==> src/rtl/csw_pkg.sv <==
package csw_pkg;
   // register byte offsets on the bus
   localparam logic [7:0] CSW_LOWER_OFS = 8'h00;
   localparam logic [7:0] CSW_UPPER_OFS = 8'h04;
   localparam logic [7:0] CSW_MIDMEM_OFS = 8'h08;
   localparam logic [7:0] CSW_MIDPER_OFS = 8'h0c;
   localparam logic [7:0] CSW_PERCTL_OFS = 8'h10;
   localparam logic [7:0] CSW_STATUS_OFS = 8'h14;
   // common ready / wait field
   localparam int CSW_RDIS_BIT = 2;
   localparam int CSW_WAIT_LSB = 0;
   localparam int CSW_WAIT_W = 2;
   // lower / upper config: block size code, 1 KB shifted by code
   localparam int CSW_SIZE_LSB = 3;
   localparam int CSW_SIZE_W = 4;
   localparam logic [3:0] CSW_SIZE_MAX = 4'h8;
   // mid memory config: start address bits 19:13
   localparam int CSW_MSTART_LSB = 9;
   localparam int CSW_MSTART_W = 7;
   // mid / peripheral config: block size, pin selector, space select
   localparam int CSW_MSIZE_LSB = 8;
   localparam int CSW_MSIZE_W = 7;
   localparam int CSW_EX_BIT = 7;
   localparam int CSW_SPACE_BIT = 6;
   // peripheral control: start address bits 19:10
   localparam int CSW_PSTART_LSB = 6;
   localparam int CSW_PSTART_W = 10;
   // address map figures
   localparam logic [19:0] CSW_KB = 20'h00400;
   localparam logic [19:0] CSW_MID_UNIT = 20'h02000;
   localparam logic [19:0] CSW_PER_SPAN = 20'h00380;
   localparam int CSW_PER_WIN_SHIFT = 7;
   localparam int CSW_NUM_PER = 7;
   localparam int CSW_NUM_MID = 4;
   // register reset values (every field resets to zero)
   localparam logic [15:0] CSW_REG_RST = 16'h0000;
   typedef enum logic [1:0] {CSW_IDLE, CSW_ACTIVE} csw_state_t;
endpackage

==> src/rtl/csw_top.sv <==
// The AHB-Lite register port and the placing of the registers were left to the implementer.
`timescale 1ns/1ps
// Notes on behaviour
// RULE1: peripheral selects hit when address is at or above programmed start.
// RULE2: software keeps start bits 19:16 zero for I/O use.
// RULE3: ready-disable clear needs ready to end; set ends after wait count.
// RULE4: wait count is the minimum waits; zero means none unless ready decides.
// RULE5: software writes zero to reserved bits of peripheral control.
// RULE6: any access of peripheral control plus mid/peripheral config enables selects.
// RULE7: software programs mid/peripheral, then mid memory, then peripheral control.
// RULE8: lower memory select always starts at address zero.
// RULE9: upper memory select starts at one megabyte minus block size.
// RULE10: software aligns the mid base to the mid block size.
// RULE11: largest mid block with top start bit set overlaps upper select.
// RULE12: seven peripheral selects, each a 128-byte window above the base.
// RULE13: peripheral base sits on any 1 KB boundary.
// RULE14: upper memory select ends at the top byte of memory.
// RULE15: lower memory select ends one byte below its block size.
// RULE16: lower and upper block sizes run 1 KB through 256 KB.
// RULE17: each mid select covers one consecutive quarter of the mid block.
// RULE18: zero to three automatic wait states per cycle from the select.
// RULE19: ready never shortens automatic waits; ignored ready never lengthens.
// RULE20: external device holds ready inactive to add waits.
// RULE21: software keeps ready enabled for slow devices.
// RULE22: any mid select active means mid/peripheral wait and ready settings.
// RULE23: during hold acknowledge every select stays inactive.
// RULE24: an enabled select can never be disabled again.
// RULE25: space select bit picks I/O (clear) or memory (set) for peripherals.
// RULE26: selects are active low and held for the whole cycle.
// RULE27: waits count whole clocks; ready sampled only after they expire.
module csw_top (
   input wire logic clock_in,
   input wire logic nrst_in,
   // AHB-Lite slave
   input wire logic hsel_in,
   input wire logic [31:0] haddr_in,
   input wire logic [1:0] htrans_in,
   input wire logic hwrite_in,
   input wire logic [2:0] hsize_in,
   input wire logic [31:0] hwdata_in,
   input wire logic hready_in,
   output logic [31:0] hrdata_out,
   output logic hreadyout_out,
   output logic hresp_out,
   // internal bus cycle from the processor
   input wire logic cycle_start_in,
   input wire logic [19:0] cycle_addr_in,
   input wire logic cycle_mem_in,
   input wire logic cycle_io_in,
   input wire logic bus_ready_in,
   input wire logic hold_acknowledge_in,
   output logic cycle_done_out,
   // chip selects, active low
   output logic lower_memory_select_n_out,
   output logic upper_memory_select_n_out,
   output logic [csw_pkg::CSW_NUM_MID-1:0] mid_range_select_n_out,
   output logic [csw_pkg::CSW_NUM_PER-1:0] peripheral_select_n_out
);
   import csw_pkg::*;

   // index of highest set bit of mid block size field
   function automatic logic [2:0] msb_index(input logic [6:0] v);
      logic [2:0] idx;
      idx = 3'h0;
      for (int i = 0; i < 7; i++) begin
         if (v[i]) begin
            idx = 3'(i);
         end
      end
      return idx;
   endfunction

   // reset release through two flops
   logic rst_meta_r;
   logic rst_sync_r;
   always_ff @(posedge clock_in or negedge nrst_in) begin
      if (!nrst_in) begin
         rst_meta_r <= 1'b0;
         rst_sync_r <= 1'b0;
      end else begin
         rst_meta_r <= 1'b1;
         rst_sync_r <= rst_meta_r;
      end
   end
   wire logic rst_n = rst_sync_r;

   // configuration registers and enables
   logic [15:0] lower_memory_config_reg_r;
   logic [15:0] upper_memory_config_reg_r;
   logic [15:0] mid_memory_config_reg_r;
   logic [15:0] mid_peripheral_config_reg_r;
   logic [15:0] peripheral_select_control_r;
   logic acc_lower_r, acc_upper_r, acc_midmem_r, acc_midper_r, acc_perctl_r;

   // bus slave data phase state
   logic dphase_r;
   logic dwrite_r;
   logic [7:0] daddr_r;
   logic [31:0] hrdata_r;
   logic hreadyout_r;

   wire logic addr_take = hsel_in & htrans_in[1] & hready_in;
   wire logic hit_lower_reg = (daddr_r == CSW_LOWER_OFS);
   wire logic hit_upper_reg = (daddr_r == CSW_UPPER_OFS);
   wire logic hit_midmem_reg = (daddr_r == CSW_MIDMEM_OFS);
   wire logic hit_midper_reg = (daddr_r == CSW_MIDPER_OFS);
   wire logic hit_perctl_reg = (daddr_r == CSW_PERCTL_OFS);
   wire logic hit_status_reg = (daddr_r == CSW_STATUS_OFS);
   wire logic wr_now = dphase_r & dwrite_r;
   wire logic [15:0] wd = hwdata_in[15:0];

   // write masks keep reserved bits at zero
   localparam logic [15:0] LU_MASK = 16'h007f;
   localparam logic [15:0] MM_MASK = 16'hfe07;
   localparam logic [15:0] MP_MASK = 16'h7fc7;
   localparam logic [15:0] PC_MASK = 16'hffc7;

   // enables: sticky, only reset clears them
   wire logic en_lower = acc_lower_r;
   wire logic en_upper = acc_upper_r;
   wire logic en_mid = acc_midmem_r & acc_midper_r;
   wire logic en_per = acc_perctl_r & acc_midper_r; // RULE6

   csw_state_t state_r;
   logic [csw_pkg::CSW_WAIT_W-1:0] wcnt_r;

   // read data selection
   logic [31:0] rd_val;
   always_comb begin
      rd_val = 32'h0000_0000;
      if (hit_lower_reg) begin
         rd_val = {16'h0000, lower_memory_config_reg_r};
      end else if (hit_upper_reg) begin
         rd_val = {16'h0000, upper_memory_config_reg_r};
      end else if (hit_midmem_reg) begin
         rd_val = {16'h0000, mid_memory_config_reg_r};
      end else if (hit_midper_reg) begin
         rd_val = {16'h0000, mid_peripheral_config_reg_r};
      end else if (hit_perctl_reg) begin
         rd_val = {16'h0000, peripheral_select_control_r};
      end else if (hit_status_reg) begin
         rd_val = {26'h0, hold_acknowledge_in, state_r == CSW_ACTIVE,
                   en_per, en_mid, en_upper, en_lower};
      end
   end

   // address phase capture, one wait state, then answer
   always_ff @(posedge clock_in or negedge rst_n) begin
      if (!rst_n) begin
         dphase_r <= 1'b0;
         dwrite_r <= 1'b0;
         daddr_r <= 8'h00;
         hrdata_r <= 32'h0000_0000;
         hreadyout_r <= 1'b1;
      end else if (dphase_r) begin
         dphase_r <= 1'b0;
         hrdata_r <= rd_val;
         hreadyout_r <= 1'b1;
      end else if (addr_take) begin
         dphase_r <= 1'b1;
         dwrite_r <= hwrite_in;
         daddr_r <= haddr_in[7:0];
         hreadyout_r <= 1'b0;
      end
   end

   // register writes and access tracking
   always_ff @(posedge clock_in or negedge rst_n) begin
      if (!rst_n) begin
         lower_memory_config_reg_r <= CSW_REG_RST;
         upper_memory_config_reg_r <= CSW_REG_RST;
         mid_memory_config_reg_r <= CSW_REG_RST;
         mid_peripheral_config_reg_r <= CSW_REG_RST;
         peripheral_select_control_r <= CSW_REG_RST;
         acc_lower_r <= 1'b0;
         acc_upper_r <= 1'b0;
         acc_midmem_r <= 1'b0;
         acc_midper_r <= 1'b0;
         acc_perctl_r <= 1'b0;
      end else if (dphase_r) begin
         // any read or write enables, nothing disables
         acc_lower_r <= acc_lower_r | hit_lower_reg; // RULE24
         acc_upper_r <= acc_upper_r | hit_upper_reg;
         acc_midmem_r <= acc_midmem_r | hit_midmem_reg;
         acc_midper_r <= acc_midper_r | hit_midper_reg; // RULE6
         acc_perctl_r <= acc_perctl_r | hit_perctl_reg;
         if (wr_now && hit_lower_reg) begin
            lower_memory_config_reg_r <= wd & LU_MASK;
         end
         if (wr_now && hit_upper_reg) begin
            upper_memory_config_reg_r <= wd & LU_MASK;
         end
         if (wr_now && hit_midmem_reg) begin
            mid_memory_config_reg_r <= wd & MM_MASK;
         end
         if (wr_now && hit_midper_reg) begin
            mid_peripheral_config_reg_r <= wd & MP_MASK;
         end
         if (wr_now && hit_perctl_reg) begin
            peripheral_select_control_r <= wd & PC_MASK;
         end
      end
   end

   // field extraction
   wire logic [3:0] lsz_raw = lower_memory_config_reg_r[CSW_SIZE_LSB +: CSW_SIZE_W];
   wire logic [3:0] usz_raw = upper_memory_config_reg_r[CSW_SIZE_LSB +: CSW_SIZE_W];
   wire logic [3:0] lsz = (lsz_raw > CSW_SIZE_MAX) ? CSW_SIZE_MAX : lsz_raw; // RULE16
   wire logic [3:0] usz = (usz_raw > CSW_SIZE_MAX) ? CSW_SIZE_MAX : usz_raw;
   wire logic [19:0] lower_size = CSW_KB << lsz;
   wire logic [19:0] upper_size = CSW_KB << usz;
   wire logic [2:0] mid_idx =
      msb_index(mid_peripheral_config_reg_r[CSW_MSIZE_LSB +: CSW_MSIZE_W]);
   wire logic [19:0] mid_size = CSW_MID_UNIT << mid_idx;
   wire logic [19:0] mid_base =
      {mid_memory_config_reg_r[CSW_MSTART_LSB +: CSW_MSTART_W], 13'h0000};
   wire logic [19:0] per_base =
      {peripheral_select_control_r[CSW_PSTART_LSB +: CSW_PSTART_W], 10'h000}; // RULE13
   wire logic pin_ex = mid_peripheral_config_reg_r[CSW_EX_BIT];
   wire logic per_mem = mid_peripheral_config_reg_r[CSW_SPACE_BIT];

   // address decode of the offered cycle
   wire logic [19:0] a = cycle_addr_in;
   wire logic [19:0] mid_off = a - mid_base;
   wire logic [19:0] per_off = a - per_base;
   wire logic [19:0] upper_start = 20'h00000 - upper_size; // RULE9
   wire logic per_space = per_mem ? cycle_mem_in : cycle_io_in; // RULE25
   // lower: zero through size minus one
   wire logic hit_lower = en_lower & cycle_mem_in & (a < lower_size); // RULE8 RULE15
   // upper: runs to the last byte of the 1 MB space
   wire logic hit_upper = en_upper & cycle_mem_in & (a >= upper_start); // RULE14
   // mid: no upper bound clip, so top block may overlap upper
   wire logic hit_mid = en_mid & cycle_mem_in & (a >= mid_base)
                        & (mid_off < mid_size); // RULE11
   wire logic [19:0] mid_q = mid_off >> (5'h0b + {2'b00, mid_idx});
   wire logic [1:0] mid_sel = mid_q[1:0]; // RULE17
   wire logic hit_per = en_per & per_space & (a >= per_base)
                        & (per_off < CSW_PER_SPAN); // RULE1
   wire logic [2:0] per_sel = per_off[CSW_PER_WIN_SHIFT +: 3]; // RULE12

   // one-hot select vectors
   logic [CSW_NUM_MID-1:0] mid_vec;
   logic [CSW_NUM_PER-1:0] per_vec;
   genvar gi;
   generate
      for (gi = 0; gi < CSW_NUM_MID; gi++) begin : g_mid
         assign mid_vec[gi] = hit_mid & (mid_sel == 2'(gi));
      end
      for (gi = 0; gi < CSW_NUM_PER; gi++) begin : g_per
         assign per_vec[gi] = hit_per & (per_sel == 3'(gi));
      end
   endgenerate

   // wait and ready settings by priority
   logic [2:0] rsel;
   always_comb begin
      rsel = 3'b000;
      if (hit_mid) begin
         rsel = mid_peripheral_config_reg_r[2:0]; // RULE22
      end else if (hit_lower) begin
         rsel = lower_memory_config_reg_r[2:0];
      end else if (hit_upper) begin
         rsel = upper_memory_config_reg_r[2:0];
      end else if (hit_per && per_sel >= 3'h4) begin
         rsel = mid_peripheral_config_reg_r[2:0];
      end else if (hit_per) begin
         rsel = peripheral_select_control_r[2:0];
      end
   end

   // bus cycle sequencing
   logic ignore_rdy_r;
   logic done_r;
   logic lcs_n_r, ucs_n_r;
   logic [CSW_NUM_MID-1:0] mcs_n_r;
   logic [CSW_NUM_PER-1:0] pcs_n_r;
   wire logic start_ok = cycle_start_in & ~hold_acknowledge_in & (state_r == CSW_IDLE);
   wire logic waits_left = (wcnt_r != 2'b00);
   wire logic finish = (state_r == CSW_ACTIVE) & ~waits_left
                       & (ignore_rdy_r | bus_ready_in); // RULE3 RULE27
   always_ff @(posedge clock_in or negedge rst_n) begin
      if (!rst_n) begin
         state_r <= CSW_IDLE;
         wcnt_r <= 2'b00;
         ignore_rdy_r <= 1'b0;
         done_r <= 1'b0;
      end else begin
         done_r <= finish;
         if (start_ok) begin
            state_r <= CSW_ACTIVE;
            wcnt_r <= rsel[CSW_WAIT_LSB +: CSW_WAIT_W]; // RULE18 RULE4
            ignore_rdy_r <= rsel[CSW_RDIS_BIT];
         end else if (state_r == CSW_ACTIVE && waits_left) begin
            wcnt_r <= wcnt_r - 2'b01; // RULE19
         end else if (finish) begin
            state_r <= CSW_IDLE;
         end
      end
   end

   // select outputs held low through the active cycle
   always_ff @(posedge clock_in or negedge rst_n) begin
      if (!rst_n) begin
         lcs_n_r <= 1'b1;
         ucs_n_r <= 1'b1;
         mcs_n_r <= '1;
         pcs_n_r <= '1;
      end else if (hold_acknowledge_in || finish) begin
         lcs_n_r <= 1'b1; // RULE23
         ucs_n_r <= 1'b1;
         mcs_n_r <= '1;
         pcs_n_r <= {(pin_ex ? 2'b11 : pcs_n_r[6:5]), 5'h1f}; // latched bits stay
      end else if (start_ok) begin
         lcs_n_r <= ~hit_lower; // RULE26
         ucs_n_r <= ~hit_upper;
         mcs_n_r <= ~mid_vec;
         pcs_n_r <= {(pin_ex ? ~per_vec[6:5] : a[2:1]), ~per_vec[4:0]}; // selects or address
      end
   end

   // pins 5 and 6 carry latched address bits unless configured as selects
   assign peripheral_select_n_out = pcs_n_r;
   assign lower_memory_select_n_out = lcs_n_r;
   assign upper_memory_select_n_out = ucs_n_r;
   assign mid_range_select_n_out = mcs_n_r;
   assign cycle_done_out = done_r;
   assign hrdata_out = hrdata_r;
   assign hreadyout_out = hreadyout_r;
   assign hresp_out = 1'b0;
endmodule

==> config.mk <==
export PLATFORM = sky130hd
export DESIGN_NAME = csw_top
export DESIGN_NICKNAME = d
export VERILOG_FILES = /design/src/rtl/csw_pkg.sv /design/src/rtl/csw_top.sv
export SDC_FILE = /design/constraint.sdc
export NUM_CORES = 1
export LEC_CHECK = 0
export BUFFER_PORTS_ARGS = -buffer_cell sky130_fd_sc_hd__buf_2
export CORE_AREA = 5 5 125 127
export DETAILED_ROUTE_END_ITERATION = 10
export DIE_AREA = 0 0 130 132
export PLACE_DENSITY_LB_ADDON = 0.2
export REMOVE_ABC_BUFFERS = 1
export SLEW_MARGIN = 15
export SYNTH_ARGS = -nofsm -noshare
export SYNTH_HDL_FRONTEND = slang
export SYNTH_SLANG_ARGS = --single-unit
==> constraint.sdc <==
create_clock -name clock_in -period 4.22 [get_ports clock_in]
set_input_delay 0.633 -clock clock_in [delete_from_list [all_inputs] [get_ports clock_in]]
set_output_delay 0.633 -clock clock_in [all_outputs]
set_load 0.02 [all_outputs]
Word level (Yosys, flattened, before mapping)
Cells that the tools add are included.

Register bits: 118.

Add/subtract/negate cells: 5. Magnitude comparators: 9. Eq/ne operators: 17. Shift-type cells: 4. Mux-type cells: 39. Bitwise gates (word level): 44. Reductions and logical operators: 25.

Operators with widths (count): $mux W16 (5); $ge A20 B20 Y1 (3); $lt A20 B20 Y1 (2); $shl A11 B4 Y20 const A (2); $sub A20 B20 Y20 (2); $and A1 B1 Y1 (30); $mux W3 (10); $lt A20 B10 Y1 const B (1); $shl A14 B3 Y20 const A (1); $shr A20 B5 Y2 (1); $sub A1 B20 Y20 const A (1); $eq A8 B4 Y1 const B (2); $eq A8 B5 Y1 const B (2); $mux W4 (4); $reduce_and A2 Y1 (8); $mux W2 (7); $mux W7 (2); $mux W1 (10); $reduce_bool A2 Y1 (5); $eq A3 B3 Y1 const B (3); $eq A8 B3 Y1 const B (1); $gt A4 B4 Y1 const B (2); $logic_not A8 Y1 (1); $logic_and A1 B1 Y1 (7); 17 further kinds (31).

Logic depth before layout (Yosys ltp)
Depth in word-level cells: 13. Mapped depth: 16. Gate-level depth less buffers: 16.

Worst setup path before layout
Ideal clock, no wire load.

Path kind: input -> register. Start: input port cycle_addr_in[13]. End: register ignore_rdy_r. Setup time: 0.123 ns. Arrival: 3.031 ns. Slack: 1.066 ns. Stages: 16. Buffers on the path: 0. Path through: inv_1 -> ha_1 -> inv_1 -> fa_1 -> a21o_1 -> a22oi_1 -> nand2b_1 -> a21oi_1 -> xnor2_1 -> ha_1 -> o2111ai_1 -> a21o_1 -> o211ai_1 -> or3_1 -> o21ai_0 -> a21oi_1.

Word-level cells in the longest chain between the ends: 8.

RTL lines: start, declared (RTL line csw_top.sv:47) `input wire logic [19:0] cycle_addr_in,`; $sub A20 B20 Y20 / $ge A20 B20 Y1 (equally long branches) (RTL line csw_top.sv:225, csw_top.sv:237); $lt A20 B10 Y1 / $and A1 B1 Y1 (equally long branches) (RTL line csw_top.sv:238, csw_top.sv:237); $and A1 B1 Y1 (RTL line csw_top.sv:238) `& (per_off < CSW_PER_SPAN);`; $mux W3 / $logic_and A1 B1 Y1 (equally long branches) (RTL line csw_top.sv:266, csw_top.sv:264); $mux W3 (RTL line csw_top.sv:264) `end else if (hit_per && per_sel >= 3'h4) begin`; $mux W3 (RTL line csw_top.sv:262) `end else if (hit_upper) begin`; $mux W3 (RTL line csw_top.sv:260) `end else if (hit_lower) begin`; $mux W3 * (RTL line csw_top.sv:258) `if (hit_mid) begin`; end signal, assigned (RTL line csw_top.sv:292) `ignore_rdy_r <= rsel[CSW_RDIS_BIT];`; end, declared (RTL line csw_top.sv:272) `logic ignore_rdy_r;`.

Every way passes the cells marked *; elsewhere a longest branch is shown, timed or not. A chain may end at the register's enable or synchronous reset.

Worst setup path in the final report
Start: register upper_memory_config_reg_r[6]. End: register wcnt_r[0] (netlist bit).

Word-level cells in the longest chain between the ends: 10.

RTL lines: start, declared (RTL line csw_top.sv:89) `logic [15:0] upper_memory_config_reg_r;`; start signal, assigned (RTL line csw_top.sv:191) `upper_memory_config_reg_r <= wd & LU_MASK;`; $gt A4 B4 Y1 (RTL line csw_top.sv:209) `wire logic [3:0] usz = (usz_raw > CSW_SIZE_MAX) ? CSW_SIZE_MAX : usz_raw;`; $mux W4 * (RTL line csw_top.sv:209); $shl A11 B4 Y20 * (RTL line csw_top.sv:211) `wire logic [19:0] upper_size = CSW_KB << usz;`; $sub A1 B20 Y20 * (RTL line csw_top.sv:226) `wire logic [19:0] upper_start = 20'h00000 - upper_size;`; $ge A20 B20 Y1 * (RTL line csw_top.sv:231) `wire logic hit_upper = en_upper & cycle_mem_in & (a >= upper_start);`; $and A1 B1 Y1 * (RTL line csw_top.sv:231); $mux W3 * (RTL line csw_top.sv:262); $mux W3 * (RTL line csw_top.sv:260); $mux W3 * (RTL line csw_top.sv:258); $mux W2 * (RTL line csw_top.sv:289) `if (start_ok) begin`; end signal, assigned (RTL line csw_top.sv:291) `wcnt_r <= rsel[CSW_WAIT_LSB +: CSW_WAIT_W];`; end signal, assigned (RTL line csw_top.sv:294) `wcnt_r <= wcnt_r - 2'b01;`; end, declared (RTL line csw_top.sv:125) `logic [csw_pkg::CSW_WAIT_W-1:0] wcnt_r;`.

Marks and branches as above.

==> reports/metrics.csv <==
stage,metric,value,unit
global_route,grtUsageTotal,20.9,%
clocking,clock_sinks,101,
sta,hold_viol,0,
drt,drt_wl_total,17.4,mm
sta,tns,0,ns
die,rows,44,
worst_setup_path,cpMostUsedCell,ha_1,
synth,ys.warnings.count,0,
global_route,antenna_found_initial,1,
synth,yosysTopAreaCellShare,34.3,%
die,chipHeight,132,um
worst_setup_path,critPathRequiredTime,4.50,ns
sta,rsz0062_at_grt,false,
worst_setup_path,slowest_stage,a31oi_1,
power,ir_worst_vdd,0.272,mV
worst_setup_path,crit_path_cell_trace,"or2_2, or3_1, ha_1, nor3_1, a21oi_1, o21ai_0, ha_1, o211ai_1, a31o_1, a31oi_1, nand3_1, and4_1, a22oi_1",
synth,netlist_area,6340,um2
placed_design,dpl_worst_slack,0.519,ns
sta,max_slew_margin,45.6,%
synth,synth-edff-count,0,
drt,drtPass1Iterations,5,
synth,ys_ff_latch,101,
cells_and_area,final_util,50.2,%
run_status,status,"finished, final reports clean",
synth,async_flop_share,100,%
flow_run,maxCapViolations,0,
sta,clock_skew,0.00877,ns
worst_setup_path,cp.buffers_inverters,0,
clocking,clockRootBuffer,clkbuf_16,
worst_setup_path,worstPathArrival,3.74,ns
worst_setup_path,cp-endpoint,wcnt_r[0],
worst_hold_path,worstHoldPathType,in2async,
worst_setup_path,startpoint,upper_memory_config_reg_r[6],
global_route,grt_pass1_vias,5488,
synth,avgSynthCellArea,9.24,um2
clocking,clk_pin_slew,0.07,ns
clocking,insertion_delay,0.36,ns
global_route,grt_max_degree,64,
cells_and_area,drive_gt1_share,20.6,%
drt,ant_nets,0,
worst_setup_path,critPathLaunchType,flop,
global_route,grt_first_pass_wirelength,28.2,mm
synth,synth_cell_types,71,
synth,synthTopCellsByArea,"dfrtp_1 (34%), ha_1 (9.1%), dfstp_2 (5.8%)",
worst_setup_path,path_max_fanout,8,
sta,finalSetupViolations,0,
drt,vias_per_cell,5.56,
worst_setup_path,cp_top_family,compound AO/OA/AOI/OAI gates,
drt,drc,0,
sta,fin_ws,0.756,ns
worst_setup_path,max_stage_delay,0.55,ns
worst_setup_path,cp-end-kind,flop,
die,io_pins,147,
cells_and_area,diodes,0,
sta,period_minus_slack,3.46,ns
power,p_leak,3.41,nW
clocking,clock_path_buffers,2,
synth,synth_top_flop_cell,dfrtp_1,
die,coreArea,14300,um2
clocking,cts_resized,0,
clocking,cts_buffers,9,
clocking,htree_num_levels,3,
cells_and_area,nets,919,
die,fp.dieW,130,um
clocking,hold_buffers,0,
placed_design,place_congestion,0.944,
worst_setup_path,cp_num_cells,13,
placed_design,dp_hpwl,13.4,mm
clocking,post_cts_buffers,0,
worst_setup_path,r2r-end,wcnt_r[0],
clocking,cts_tree,yes,
power,power,2.81,mW
drt,wl_per_cell,18.1,um
synth,yosysSeqAreaShare,40.1,%
drt,vias,5341,
die,die_area,17200,um2
synth,yosysTopAreaCell,dfrtp_1,
drt,first_iter_violations,355,
global_route,grt-ovfl-total,0,
synth,synth_cells,687,
sta,max_freq,289,MHz
worst_setup_path,ff2ff_path_depth,13,
sta,period_share,82.1,%
die,start_util,44.3,%
worst_setup_path,critPathKind,reg2reg,
sta,slew_violations,0,
power,power.density,391,nW/um2
placed_design,numPortBuffers,85,
cells_and_area,syn_to_final_growth,13.3,%
sta,tightestPinTransition,0.815,ns
worst_setup_path,r2r_slack,0.76,ns
worst_setup_path,r2r_start,upper_memory_config_reg_r[6],
==> cell type report <==
cell class	count	area, um2
Clock inverter	5	33.8
Inverter	38	143
Fill cell	1367	7130
Multi-Input combinational cell	529	3510
Tap cell	184	230
Sequential cell	101	2550
Clock buffer	11	233
Timing Repair Buffer	93	485
==> metal layers <==
| metal | routed length, um | GRT usage, % | vias to the layer above |
|---|---|---|---|
| met4 | 561 | 7.68 | 2 |
| met2 | 8520 | 34.8 | 169 |
| li1 | - | - | 2572 |
| met3 | 1050 | 5.35 | 38 |
| met5 | 13 | 0 | - |
| met1 | 7260 | 26.0 | 2560 |
==> cells in the final DEF, fill, tap and decap left out, drive strengths merged, types with 5 or more instances in the layout <==
cell type and count:
a31oi 5, a21oi 46, a21o 7, a22oi 15, nor2b 14, ha 46
dfrtp 87, a211oi 5, mux2i 15, o21a 7, conb 21, o21ai 41
buf 93, nor3 8, nand2 77, inv 40, nand2b 12, nand3 23
o211ai 7, nor2 67, mux2 33, clkbuf 11, dfstp 14, o22ai 5
and2 6
==> synth_stat cells (3+ instances only) <==
cell,instances
a211oi_1,5
a21o_1,6
a21oi_1,44
a22oi_1,15
a31oi_1,5
a41oi_1,4
and2_1,6
and3_1,3
and4_1,3
buf_2,6
buf_4,17
clkbuf_1,15
dfrtp_1,87
dfstp_2,14
ha_1,46
inv_1,38
mux2_1,8
mux2_2,25
mux2i_1,15
nand2_1,77
nand2b_1,12
nand3_1,23
nand4_1,3
nor2_1,65
nor2b_1,12
nor3_1,8
nor3b_1,4
o2111ai_1,3
o211ai_1,7
o21a_1,7
o21ai_0,29
o21ai_1,11
o22a_1,3
o22ai_1,5
or3_1,4
xor2_1,3
==> state kept, by name, indices dropped and copies added (netlist names), 2 cells and up <==
signal / count
mid_peripheral_config_reg_r: 12
wcnt_r: 2
peripheral_select_control_r: 13
peripheral_select_n_out: 7
upper_memory_config_reg_r: 7
daddr_r: 8
hrdata_out: 16
mid_range_select_n_out: 4
mid_memory_config_reg_r: 10
lower_memory_config_reg_r: 7
==> where the power goes <==
| group | total (mW) | switching (mW) | leakage [nW] | internal [mW] |
|---|---|---|---|---|
| Combinational | 0.806 | 0.481 | 2.07 | 0.324 |
| Clock | 0.777 | 0.375 | 0.128 | 0.402 |
| Sequential | 1.23 | 0.124 | 1.21 | 1.11 |
==> worst min-delay path by stage <==
stage	start	endpoint	slack, ns	depth (start not counted)
after floorplan	rst_meta_r	rst_n	0.33	0
after global placement	rst_meta_r	rst_n	0.34	0
after detailed placement	rst_meta_r	rst_n	0.34	0
after CTS	nrst_in	rst_n	0.04	1
after global routing	nrst_in	rst_meta_r	0.03	1
final	nrst_in	rst_n	0.05	1
==> metrics by stage <==
stage	hold slack [ns]	cell area, um2	std cells
floorplan	0.331	6200	668
global placement	0.338	6920	945
detailed placement	0.339	6920	945
CTS	0.0354	7190	961
global route	0.0309	7190	961
finish	0.0490	7190	961
==> kinds of logic (layout without fill, tap and decap cells) <==
group                      Yosys count  in the layout  share of synthesized area, %
AOI/OAI and AO/OA                  168            168                          17.2
buffers and inverters               76            147                          5.62
other                                2             21                         0.118
xor gates and xnor gates             4              4                         0.552
DFF                                101            101                          40.1
adders and majority gates           48             48                          9.70
muxes                               48             48                          8.22
and+or+nand+nor                    240            240                          18.5
Power figures use the tool's default switching activity.
